<file path="src/lcd_init_defines.vh">
// constants for the character lcd driver command front end
`ifndef LCD_INIT_DEFINES_VH
`define LCD_INIT_DEFINES_VH
`define CLK_MHZ            200
`define FIRST_CMD_WAIT_US  20
`define FIRST_CMD_WAIT_CYC ((`FIRST_CMD_WAIT_US * `CLK_MHZ))
`define SER_HOLD_NS        500
`define SER_HOLD_CYC       ((`SER_HOLD_NS * `CLK_MHZ + 999) / 1000)
`define GLYPH_COUNT        544
`define ICON_COUNT         4
`define OP_IDLE            4'h0
`define OP_SYS_SET         4'h1
`define OP_POWER_SAVE      4'h2
`define OP_DISPLAY         4'h3
`define OP_ICON            4'h4
`define OP_POWER_CIRCUIT   4'h5
`define OP_DATA            4'h6
`define BLANK_CHAR         8'h20
`endif

</file>
<file path="src/lcd_driver_init_sequencer.v">
// command decode, display and icon enables of a character lcd driver
`timescale 1ns/1ps
`include "lcd_init_defines.vh"
module lcd_driver_init_sequencer #(
   parameter GLYPHS   = `GLYPH_COUNT,
   parameter HOLD_CYC = `SER_HOLD_CYC
) (
   input  wire       clk,
   input  wire       rst,
   input  wire       chip_clear_pin_n,
   input  wire [1:0] bus_mode,
   input  wire       cs_n,
   input  wire       a0,
   input  wire       wr_n,
   input  wire       e,
   input  wire [7:0] d_in,
   input  wire       scl,
   input  wire       si,
   output reg        cmd_valid,
   output reg        cmd_is_data,
   output reg  [7:0] cmd_byte,
   output reg        ready,
   output reg        test_mode,
   output reg        saver_bit,
   output reg        osc_on,
   output reg        display_on,
   output reg        power_circuit_on,
   output reg  [3:0] icon_on,
   output reg        icon_error,
   output reg  [9:0] glyph_count
);
   // host styles
   localparam MODE_80 = 2'h0;
   localparam MODE_68 = 2'h1;
   localparam MODE_SER = 2'h2;

   // one-hot states
   localparam ST_CLEAR = 3'b001;
   localparam ST_RUN   = 3'b010;
   localparam ST_ICON  = 3'b100;

   reg [2:0]  state_q;
   reg        wr_q;
   reg        e_q;
   reg        scl_q;
   reg [7:0]  shift_q;
   reg [2:0]  bit_q;
   reg        a0_q;
   reg        ser_full_q;
   reg [15:0] hold_q;
   reg        byte_stb;
   reg        byte_a0;
   reg [7:0]  byte_val;
   reg [1:0]  icon_addr_q;
   wire       cmd_take;
   wire       icon_take;

   // commands in either state, icon data only right after an icon command
   assign cmd_take  = byte_stb && !byte_a0;
   assign icon_take = byte_stb && byte_a0 && (state_q == ST_ICON);

   // opcode nibble of a command byte
   function [3:0] opcode;
      input [7:0] b;
      begin
         opcode = b[7:4];
      end
   endfunction

   // strobe detection per host style
   always @* begin
      byte_stb = 1'b0;
      byte_a0  = a0;
      byte_val = d_in;
      case (bus_mode)
         MODE_80: byte_stb = !cs_n && !wr_q && wr_n;
         MODE_68: byte_stb = !cs_n && e_q && !e;
         MODE_SER: begin
            byte_stb = ser_full_q && (hold_q >= HOLD_CYC[15:0]);
            byte_a0  = a0_q;
            byte_val = shift_q;
         end
         default: byte_stb = 1'b0;
      endcase
   end

   // serial shift and select hold check
   always @(posedge clk or posedge rst) begin
      if (rst) begin
         wr_q       <= 1'b1;
         e_q        <= 1'b0;
         scl_q      <= 1'b1;
         shift_q    <= 8'h00;
         bit_q      <= 3'h0;
         a0_q       <= 1'b0;
         ser_full_q <= 1'b0;
         hold_q     <= 16'h0000;
      end else begin
         // edge history of the host strobes
         wr_q  <= wr_n;
         e_q   <= e;
         scl_q <= scl;
         if (cs_n || bus_mode != MODE_SER) begin
            bit_q      <= 3'h0;
            ser_full_q <= 1'b0;
            hold_q     <= 16'h0000;
         end else if (!scl_q && scl) begin
            shift_q <= {shift_q[6:0], si};
            bit_q   <= bit_q + 3'h1;
            if (bit_q == 3'h7) begin
               a0_q       <= a0;
               ser_full_q <= 1'b1;
               hold_q     <= 16'h0000;
            end else begin
               ser_full_q <= 1'b0;
            end
         end else if (ser_full_q) begin
            if (byte_stb)
               ser_full_q <= 1'b0;
            else
               hold_q <= hold_q + 16'h0001;
         end
      end
   end

   // command state
   always @(posedge clk or posedge rst) begin
      if (rst) begin
         state_q          <= ST_CLEAR;
         cmd_valid        <= 1'b0;
         cmd_is_data      <= 1'b0;
         cmd_byte         <= 8'h00;
         ready            <= 1'b0;
         test_mode        <= 1'b0;
         saver_bit        <= 1'b1;
         osc_on           <= 1'b0;
         display_on       <= 1'b0;
         power_circuit_on <= 1'b0;
         icon_on          <= 4'h0;
         icon_error       <= 1'b0;
         glyph_count      <= 10'h000;
         icon_addr_q      <= 2'h0;
      end else begin
         cmd_valid   <= 1'b0;
         glyph_count <= GLYPHS[9:0];
         // clear pin wins over any command
         if (!chip_clear_pin_n) begin
            state_q          <= ST_CLEAR;
            ready            <= 1'b0;
            test_mode        <= 1'b1;
            saver_bit        <= 1'b1;
            osc_on           <= 1'b0;
            display_on       <= 1'b0;
            power_circuit_on <= 1'b0;
            icon_on          <= 4'h0;
            icon_error       <= 1'b0;
            icon_addr_q      <= 2'h0;
         end else begin
            case (state_q)
               // bytes are taken from the cycle after release
               ST_CLEAR: begin
                  state_q <= ST_RUN;
                  ready   <= 1'b1;
               end
               ST_RUN, ST_ICON: begin
                  if (byte_stb) begin
                     cmd_valid   <= 1'b1;
                     cmd_is_data <= byte_a0;
                     cmd_byte    <= byte_val;
                     state_q     <= ST_RUN;
                  end
                  // icon byte lands on the address of its command
                  if (icon_take)
                     icon_on[icon_addr_q] <= |byte_val[4:0];
                  if (cmd_take) begin
                     // a command also ends a pending icon write
                     case (opcode(byte_val))
                        `OP_IDLE: test_mode <= 1'b0;
                        `OP_POWER_SAVE: begin
                           saver_bit <= byte_val[1];
                           osc_on    <= byte_val[0];
                        end
                        `OP_DISPLAY: display_on <= byte_val[0];
                        `OP_POWER_CIRCUIT: power_circuit_on <= byte_val[0];
                        `OP_ICON: begin
                           icon_addr_q <= byte_val[1:0];
                           if (!osc_on)
                              icon_error <= 1'b1;
                           else
                              state_q <= ST_ICON;
                        end
                        default: state_q <= ST_RUN;
                     endcase
                  end
               end
               default: state_q <= ST_CLEAR;
            endcase
         end
      end
   end
endmodule // lcd_driver_init_sequencer

</file>
<file path="config.mk">
export PLATFORM = sky130hd
export DESIGN_NAME = lcd_driver_init_sequencer
export DESIGN_NICKNAME = d
export VERILOG_FILES = /design/src/lcd_driver_init_sequencer.v
export VERILOG_INCLUDE_DIRS = /design/src
export SDC_FILE = /design/constraint.sdc
export NUM_CORES = 1
export LEC_CHECK = 0
export ABC_AREA = 1
export BUFFER_PORTS_ARGS = -buffer_cell sky130_fd_sc_hd__buf_2
export CELL_PAD_IN_SITES_DETAIL_PLACEMENT = 1
export CELL_PAD_IN_SITES_GLOBAL_PLACEMENT = 1
export CORE_MARGIN = 2
export CORE_UTILIZATION = 41
export DETAILED_ROUTE_END_ITERATION = 10
export PLACE_DENSITY = 0.87
export SYNTH_ARGS = -nofsm -noshare
export SYNTH_HDL_FRONTEND = slang
export SYNTH_SLANG_ARGS = --single-unit
</file>
<file path="constraint.sdc">
create_clock -name clk -period 1.8 [get_ports clk]
set_input_delay 0.09 -clock clk [delete_from_list [all_inputs] [get_ports clk]]
set_output_delay 0.09 -clock clk [all_outputs]
set_load 0.02 [all_outputs]
</file>
==> results of run 1 <==
flip-flops by register name, indices dropped and copies added, names as in the netlist, 2 cells and up:
name,cells
icon_addr_q,2
shift_q,8
cmd_byte,8
icon_on,4
bit_q,3
state_q,3
hold_q,16
layer usage:
metal / vias to the layer above / routed length (microns) / GRT usage (%)
met5: - / 0 / 0
met4: 0 / 91 / 7.71
met3: 8 / 265 / 3.92
met2: 43 / 3810 / 34.9
met1: 1239 / 3220 / 26.0
li1: 1239 / - / -
layout by cell type (no fill, tap or decap), types with 3 or more instances in the layout:
| master | instances |
|---|---|
| buf_2 | 41 |
| conb_1 | 9 |
| nor2_4 | 3 |
| nor3_1 | 6 |
| nand4_1 | 5 |
| nor2_1 | 24 |
| nand2_1 | 101 |
| o21ai_0 | 39 |
| nor2_2 | 12 |
| clkbuf_8 | 10 |
| inv_1 | 46 |
| nand3_1 | 19 |
| inv_2 | 5 |
| clkbuf_1 | 3 |
| ha_1 | 4 |
| buf_4 | 11 |
| clkinv_2 | 3 |
| nor4_1 | 3 |
| dlygate4sd3_1 | 4 |
| dfstp_2 | 4 |
| dfrtp_1 | 54 |
| nand2_2 | 4 |
through the flow:
step / setup TNS [ns] / util (%) / area (sq um)
after detailed placement: 0 / 47.5 / 3260
after global placement: 0 / 47.5 / 3260
final: 0 / 51.3 / 3520
after global routing: -0.000459 / 51.3 / 3520
after floorplan: 0 / - / 2960
after CTS: 0 / 50.5 / 3470
final cells by class:
class / instances / area [sq um]
Fill cell: 877 / 3350
Sequential cell: 59 / 1480
Multi-Input combinational cell: 244 / 1180
Timing Repair Buffer: 58 / 368
Inverter: 53 / 204
Clock buffer: 13 / 149
Tap cell: 96 / 120
Clock inverter: 3 / 15.0
cell families after synthesis:
| kind of cell | after synthesis | synth area share [%] |
|---|---|---|
| and+or+nand+nor | 184 | 28.4 |
| buffers and inverters | 68 | 10.5 |
| DFF | 59 | 50.5 |
| AOI/OAI and AO/OA | 45 | 8.06 |
| adders and majority gates | 4 | 1.71 |
| xor gates and xnor gates | 2 | 0.597 |
| other | 2 | 0.256 |
power breakdown:
group | switching, uW | total, uW | internal (uW) | leakage [uW]
Combinational | 385 | 570 | 185 | 0.000984
Clock | 522 | 1050 | 531 | 0.0000872
Sequential | 82.4 | 1550 | 1470 | 0.000768
Total | 989 | 3170 | 2180 | 0.00184
what timing repair did:
action                                  in CTS  in global routing
pin swaps                                    1                  2
resized for setup                            0                  7
buffers inserted                             0                  5
hold buffers                                 4                  0
endpoints found under the setup margin       1                 30
hold endpoints to repair                    22                  0
path summary, 6_finish.rpt:
check                                   to  slack, ns  depth (start not counted)
worst min register to register   saver_bit       0.47                          2
max in group asynchronous        saver_bit       0.86                          4
worst max register to register   hold_q[5]       0.12                          7
worst max-delay path             hold_q[5]       0.12                          7
worst min-delay path            shift_q[0]      -0.01                          3
min in group asynchronous       state_q[1]       0.36                          3
critical path: stages (launching register included):
cell	delay (ns)
dfrtp_1	0.40
ha_1	0.21
ha_1	0.22
or2_1	0.28
nand2_4	0.14
nand2_4	0.15
nand2_1	0.11
nand2_1	0.06
==> results.py, run 1 <==
metrics = {
    "global_route": {
        "grt_pass1_vias": 2697,
        "grt_max_degree": 25,
        "grt_antenna_before_repair": 0,
        "globalRouteTotalUtil_pct": 20.5,
        "grt_pass1_wl_microns": 12300,
        "overflow": 0,
    },
    "status": {
        "outcome": "complete, but fails checks",
        "violations": "negative hold slack",
    },
    "cells_and_area": {
        "final_cells": 526,
        "syn_to_final_growth_pct": 20.1,
        "nets": 448,
        "drive_gt1_share_pct": 24.0,
        "diodes": 0,
    },
    "clock_network": {
        "cts-buffers-inserted": 9,
        "clk-insertion-delay-late_ns": 0.34,
        "cts_root_buf": "clkbuf_8",
        "cts.sinks": 59,
        "htreeDepth": 3,
        "ctsLongestPathBuffers": 2,
        "clkTransAtPathRegs_ns": 0.07,
        "cts_tree": "yes",
    },
    "floorplanning": {
        "initial_core_util_pct": 42.7,
        "ioPinCount": 50,
        "die_x_microns": 88.6,
        "die_area_sq_mm": 0.00785,
        "row_count": 30,
        "die_y_microns": 88.6,
        "coreArea_sq_mm": 0.00687,
    },
    "placement": {
        "gp_congestion": 0.823,
        "portBuffers": 41,
        "placed_cells": 501,
        "dp_slack_ns": 0.00865,
        "hpwlAfterDp_microns": 5250,
    },
    "sta": {
        "worst_pin_slew_ns": 0.570,
        "layout_setup_ws_ns": 0.120,
        "post-route-period-util_pct": 93.3,
        "hold-worst-slack_ns": -0.0120,
        "max_freq_ghz": 0.595,
        "fin_worst_skew_ns": 0.00923,
        "drv_slew": 0,
        "min_period_ns": 1.68,
        "hold_violations": 1,
        "relSlewSlack_pct": 61.9,
        "setup_viol": 0,
    },
    "logic_synthesis": {
        "synth_top_cells_by_area": "dfrtp_1, nand2_1, o21ai_0, inv_1, dfstp_2",
        "synthTopCellsByCount": "nand2_1, dfrtp_1, inv_1",
        "synth.distinct_cells": 33,
        "synth.most_common_cell": "nand2_1",
        "yosys.area.top_type": "dfrtp_1",
        "synthCells": 364,
        "synth_seq_cells": 59,
        "synth_edf_count": 0,
        "synth_area_sq_mm": 0.00293,
        "async_reset_ff_share_pct": 100,
        "synthFlopType": "dfrtp_1",
        "synth.top_cell.area_share_pct": 46.9,
        "syn_avg_cell_area_sq_um": 8.06,
        "yosys_warnings": 0,
        "ys_seq_area_share_pct": 50.5,
    },
    "drt": {
        "vias": 2529,
        "routed_wl_microns": 7390,
        "drt_first_pass_iters": 4,
        "route.detailed.drc": 0,
        "ant_nets": 0,
        "drtIter0Drc": 73,
        "wl_per_cell_microns": 14.0,
        "viasPerCell": 4.81,
    },
    "min_path": {
        "hp-class": "input pin to flop",
        "worstHoldStart": "si",
    },
    "setup_path": {
        "cp_data_required_time_ns": 2.03,
        "r2r_start": "bit_q[0]",
        "crit_path_end_kind": "flop",
        "cp_max_fo": 14,
        "criticalPathCategory": "flop to flop",
        "arrival_ns": 1.91,
        "timing.critical_path.from": "bit_q[0]",
        "start_kind": "flop",
    },
    "pwr": {
        "p_per_area_mw_per_mm2": 900,
        "power_uw": 3170,
        "ir_worst_vdd_v": 0.000628,
        "p_leak_uw": 0.00184,
    },
    "flow_run": {
        "cap_violations": 0,
    },
}
(Power assumes the default switching activity.)
==> run 2, diff against run 1 <==
--- a/config.mk
+++ b/config.mk
@@ -6,12 +6,11 @@
 export SDC_FILE = /design/constraint.sdc
 export NUM_CORES = 1
 export LEC_CHECK = 0
-export ABC_AREA = 1
 export BUFFER_PORTS_ARGS = -buffer_cell sky130_fd_sc_hd__buf_2
 export CELL_PAD_IN_SITES_DETAIL_PLACEMENT = 1
 export CELL_PAD_IN_SITES_GLOBAL_PLACEMENT = 1
 export CORE_MARGIN = 2
-export CORE_UTILIZATION = 41
+export CORE_UTILIZATION = 43
 export DETAILED_ROUTE_END_ITERATION = 10
 export PLACE_DENSITY = 0.87
 export SYNTH_ARGS = -nofsm -noshare
==> results.py, run 2 <==
metrics = {
    "status": {
        "outcome": "complete, but fails checks",
        "violations": "negative setup slack",
    },
    "cells_and_area": {
        "nets": 394,
        "multi_input_area_sq_mm": 0.00170,
        "seqCellArea_sq_mm": 0.00148,
        "final_cells": 453,
        "final_cell_mix": "dfrtp_1, buf_2, buf_4",
        "diodes": 0,
        "layout.core_utilization_pct": 67.1,
        "largest_register_ffs": 16,
        "syn_to_final_growth_pct": 49.9,
        "n_fill_cell": 636,
        "layout_commonest_cell": "dfrtp_1",
        "regMostFlops": "hold_q",
        "top_regs": "hold_q x16, cmd_byte x8, shift_q x8",
        "drive_gt1_share_pct": 48.1,
    },
    "min_path": {
        "hp-class": "input pin to flop",
    },
    "floorplanning": {
        "die_x_microns": 85.5,
        "coreArea_sq_mm": 0.00639,
        "die_area_sq_mm": 0.00731,
        "row_count": 29,
        "die_y_microns": 85.5,
        "ioPinCount": 50,
        "initial_core_util_pct": 44.7,
    },
    "global_route": {
        "globalRouteTotalUtil_pct": 32.6,
        "grt_max_degree": 60,
        "grt_antenna_before_repair": 0,
        "grt_pass1_vias": 3021,
        "grt_pass1_wl_microns": 17500,
        "overflow": 0,
    },
    "drt": {
        "vias": 2892,
        "ant_nets": 0,
        "wl_per_cell_microns": 28.8,
        "viasPerCell": 6.38,
        "route.detailed.drc": 0,
        "drt_first_pass_iters": 4,
        "routed_wl_microns": 13000,
        "drtIter0Drc": 221,
    },
    "logic_synthesis": {
        "syn_avg_cell_area_sq_um": 10.5,
        "synthFlopType": "dfrtp_1",
        "synth_edf_count": 0,
        "synth_top_cells_by_area": "dfrtp_1, mux2i_1, nand2_1, dfstp_2, mux2_2",
        "synthTopCellsByCount": "dfrtp_1, nand2_1, mux2i_1",
        "yosys.area.top_type": "dfrtp_1",
        "synth.most_common_cell": "dfrtp_1",
        "synth_seq_cells": 59,
        "synth.distinct_cells": 41,
        "async_reset_ff_share_pct": 100,
        "synth.top_cell.area_share_pct": 48.2,
        "synthCells": 273,
        "yosys_warnings": 0,
        "synth_area_sq_mm": 0.00286,
        "ys_seq_area_share_pct": 51.8,
    },
    "clock_network": {
        "cts_root_buf": "clkbuf_8",
        "cts.sinks": 59,
        "cts-buffers-inserted": 9,
        "clkTransAtPathRegs_ns": 0.08,
        "htreeDepth": 3,
        "ctsLongestPathBuffers": 2,
        "cts_tree": "yes",
        "clk-insertion-delay-late_ns": 0.37,
    },
    "placement": {
        "dp_slack_ns": -0.518,
        "portBuffers": 41,
        "placed_cells": 419,
        "gp_congestion": 0.789,
        "hpwlAfterDp_microns": 5240,
    },
    "pwr": {
        "switching_share_pct": 31.3,
        "p_per_area_mw_per_mm2": 814,
        "switchingPower_uw": 1090,
        "p_comb_share_pct": 17.2,
        "p_leak_uw": 0.00195,
        "p_seq_share_pct": 43.7,
        "clkPwrFrac_pct": 39.0,
        "intPower_uw": 2400,
        "ir_worst_vdd_v": 0.000757,
    },
    "setup_path": {
        "start_kind": "flop",
        "critPathMaxStageDelay_ns": 0.63,
        "cp_max_fo": 6,
        "arrival_ns": 2.56,
        "criticalPathCategory": "flop to flop",
        "path_cells": "nor4_4 > a31oi_2 > or4b_4 > or4_4 > a21oi_2",
        "cp_data_required_time_ns": 2.08,
        "crit_slowest_cell": "or4b_4",
        "crit_path_end_kind": "flop",
    },
    "sta": {
        "setup_tns_ns": -8.41,
        "post-route-period-util_pct": 127,
        "hold_violations": 0,
        "drv_slew": 0,
        "relSlewSlack_pct": 58.7,
        "hold-worst-slack_ns": 0.0570,
        "rsz0062_at_grt": "true",
        "setup_viol": 34,
        "worst_pin_slew_ns": 0.615,
        "min_period_ns": 2.28,
        "layout_setup_ws_ns": -0.479,
        "fin_worst_skew_ns": 0.0196,
        "max_freq_ghz": 0.439,
    },
    "flow_run": {
        "cap_violations": 0,
    },
}
## run 2: power by group through the flow
stage / clock [uW] / sequential, uW / combinational (uW)
floorplan: 0 / 1540 / 247
global placement: 0 / 1500 / 427
finish: 1360 / 1530 / 601
CTS: 1320 / 1500 / 518
global route: 1410 / 1530 / 633
detailed placement: 0 / 1510 / 445
## run 2: repair_timing
| item | 4_1_cts | 5_1_grt |
|---|---|---|
| gates cloned | 3 | 1 |
| pin swaps | 17 | 19 |
| hold buffers | 5 | 0 |
| gates resized for setup | 64 | 38 |
| setup endpoints to repair | 32 | 49 |
| endpoints found under the hold margin | 59 | 0 |
| buffers inserted | 7 | 4 |
## run 2: area by class of cell
| class | count | share of cell area, % |
|---|---|---|
| timing repair buffer | 98 | 18.0 |
| sequential | 59 | 34.6 |
| multi-input combinational | 197 | 39.7 |
| inverter | 6 | 0.584 |
| clock buffer | 12 | 3.86 |
| clock inverter | 4 | 1.11 |
| tap | 77 | 2.25 |
## run 2: cell families (layout without fill, tap and decap cells)
| group | Yosys count | count (layout) | share of synthesized area, % |
|---|---|---|---|
| muxes | 28 | 28 | 10.2 |
| xor gates and xnor gates | 3 | 3 | 0.920 |
| adders and majority gates | 4 | 4 | 1.75 |
| and+or+nand+nor | 107 | 107 | 20.2 |
| other | 2 | 9 | 0.263 |
| buffers and inverters | 24 | 120 | 4.42 |
| DFF | 59 | 59 | 51.8 |
| AOI/OAI and AO/OA | 46 | 46 | 10.4 |
## run 2: final timing paths
check                           startpoint     endpoint  slack, ns  cells past startpoint
worst max-delay path            hold_q[14]    hold_q[3]      -0.48                      5
worst min-delay path               d_in[2]  cmd_byte[2]       0.06                      3
worst max register to register  hold_q[14]    hold_q[3]      -0.48                      5
worst min register to register  icon_error   icon_error       0.50                      1
max in group asynchronous              rst         wr_q       1.11                      4
min in group asynchronous              rst   state_q[1]       0.37                      4
## run 2: metal layers
metal  GRT usage (%)  vias up  share of wire, %
met4            18.2        0               5.3
met1            35.4     1476                37
li1                -     1160                 -
met2            57.3      182                52
met3            8.66       74               6.4
met5               0        -                 0
## run 2: worst max-delay path, delay by kind of cell, from the launching register on
kind            cells  cell delay [ns]
simple gates        3             1.44
flops               1             0.42
compound gates      2             0.34
## run 2: through the flow
stage	total power [uW]	cell area, sq um
final	3490	4280
after global placement	1930	3410
after CTS	3340	4070
after global routing	3570	4280
after detailed placement	1960	3410
after floorplan	1790	2910
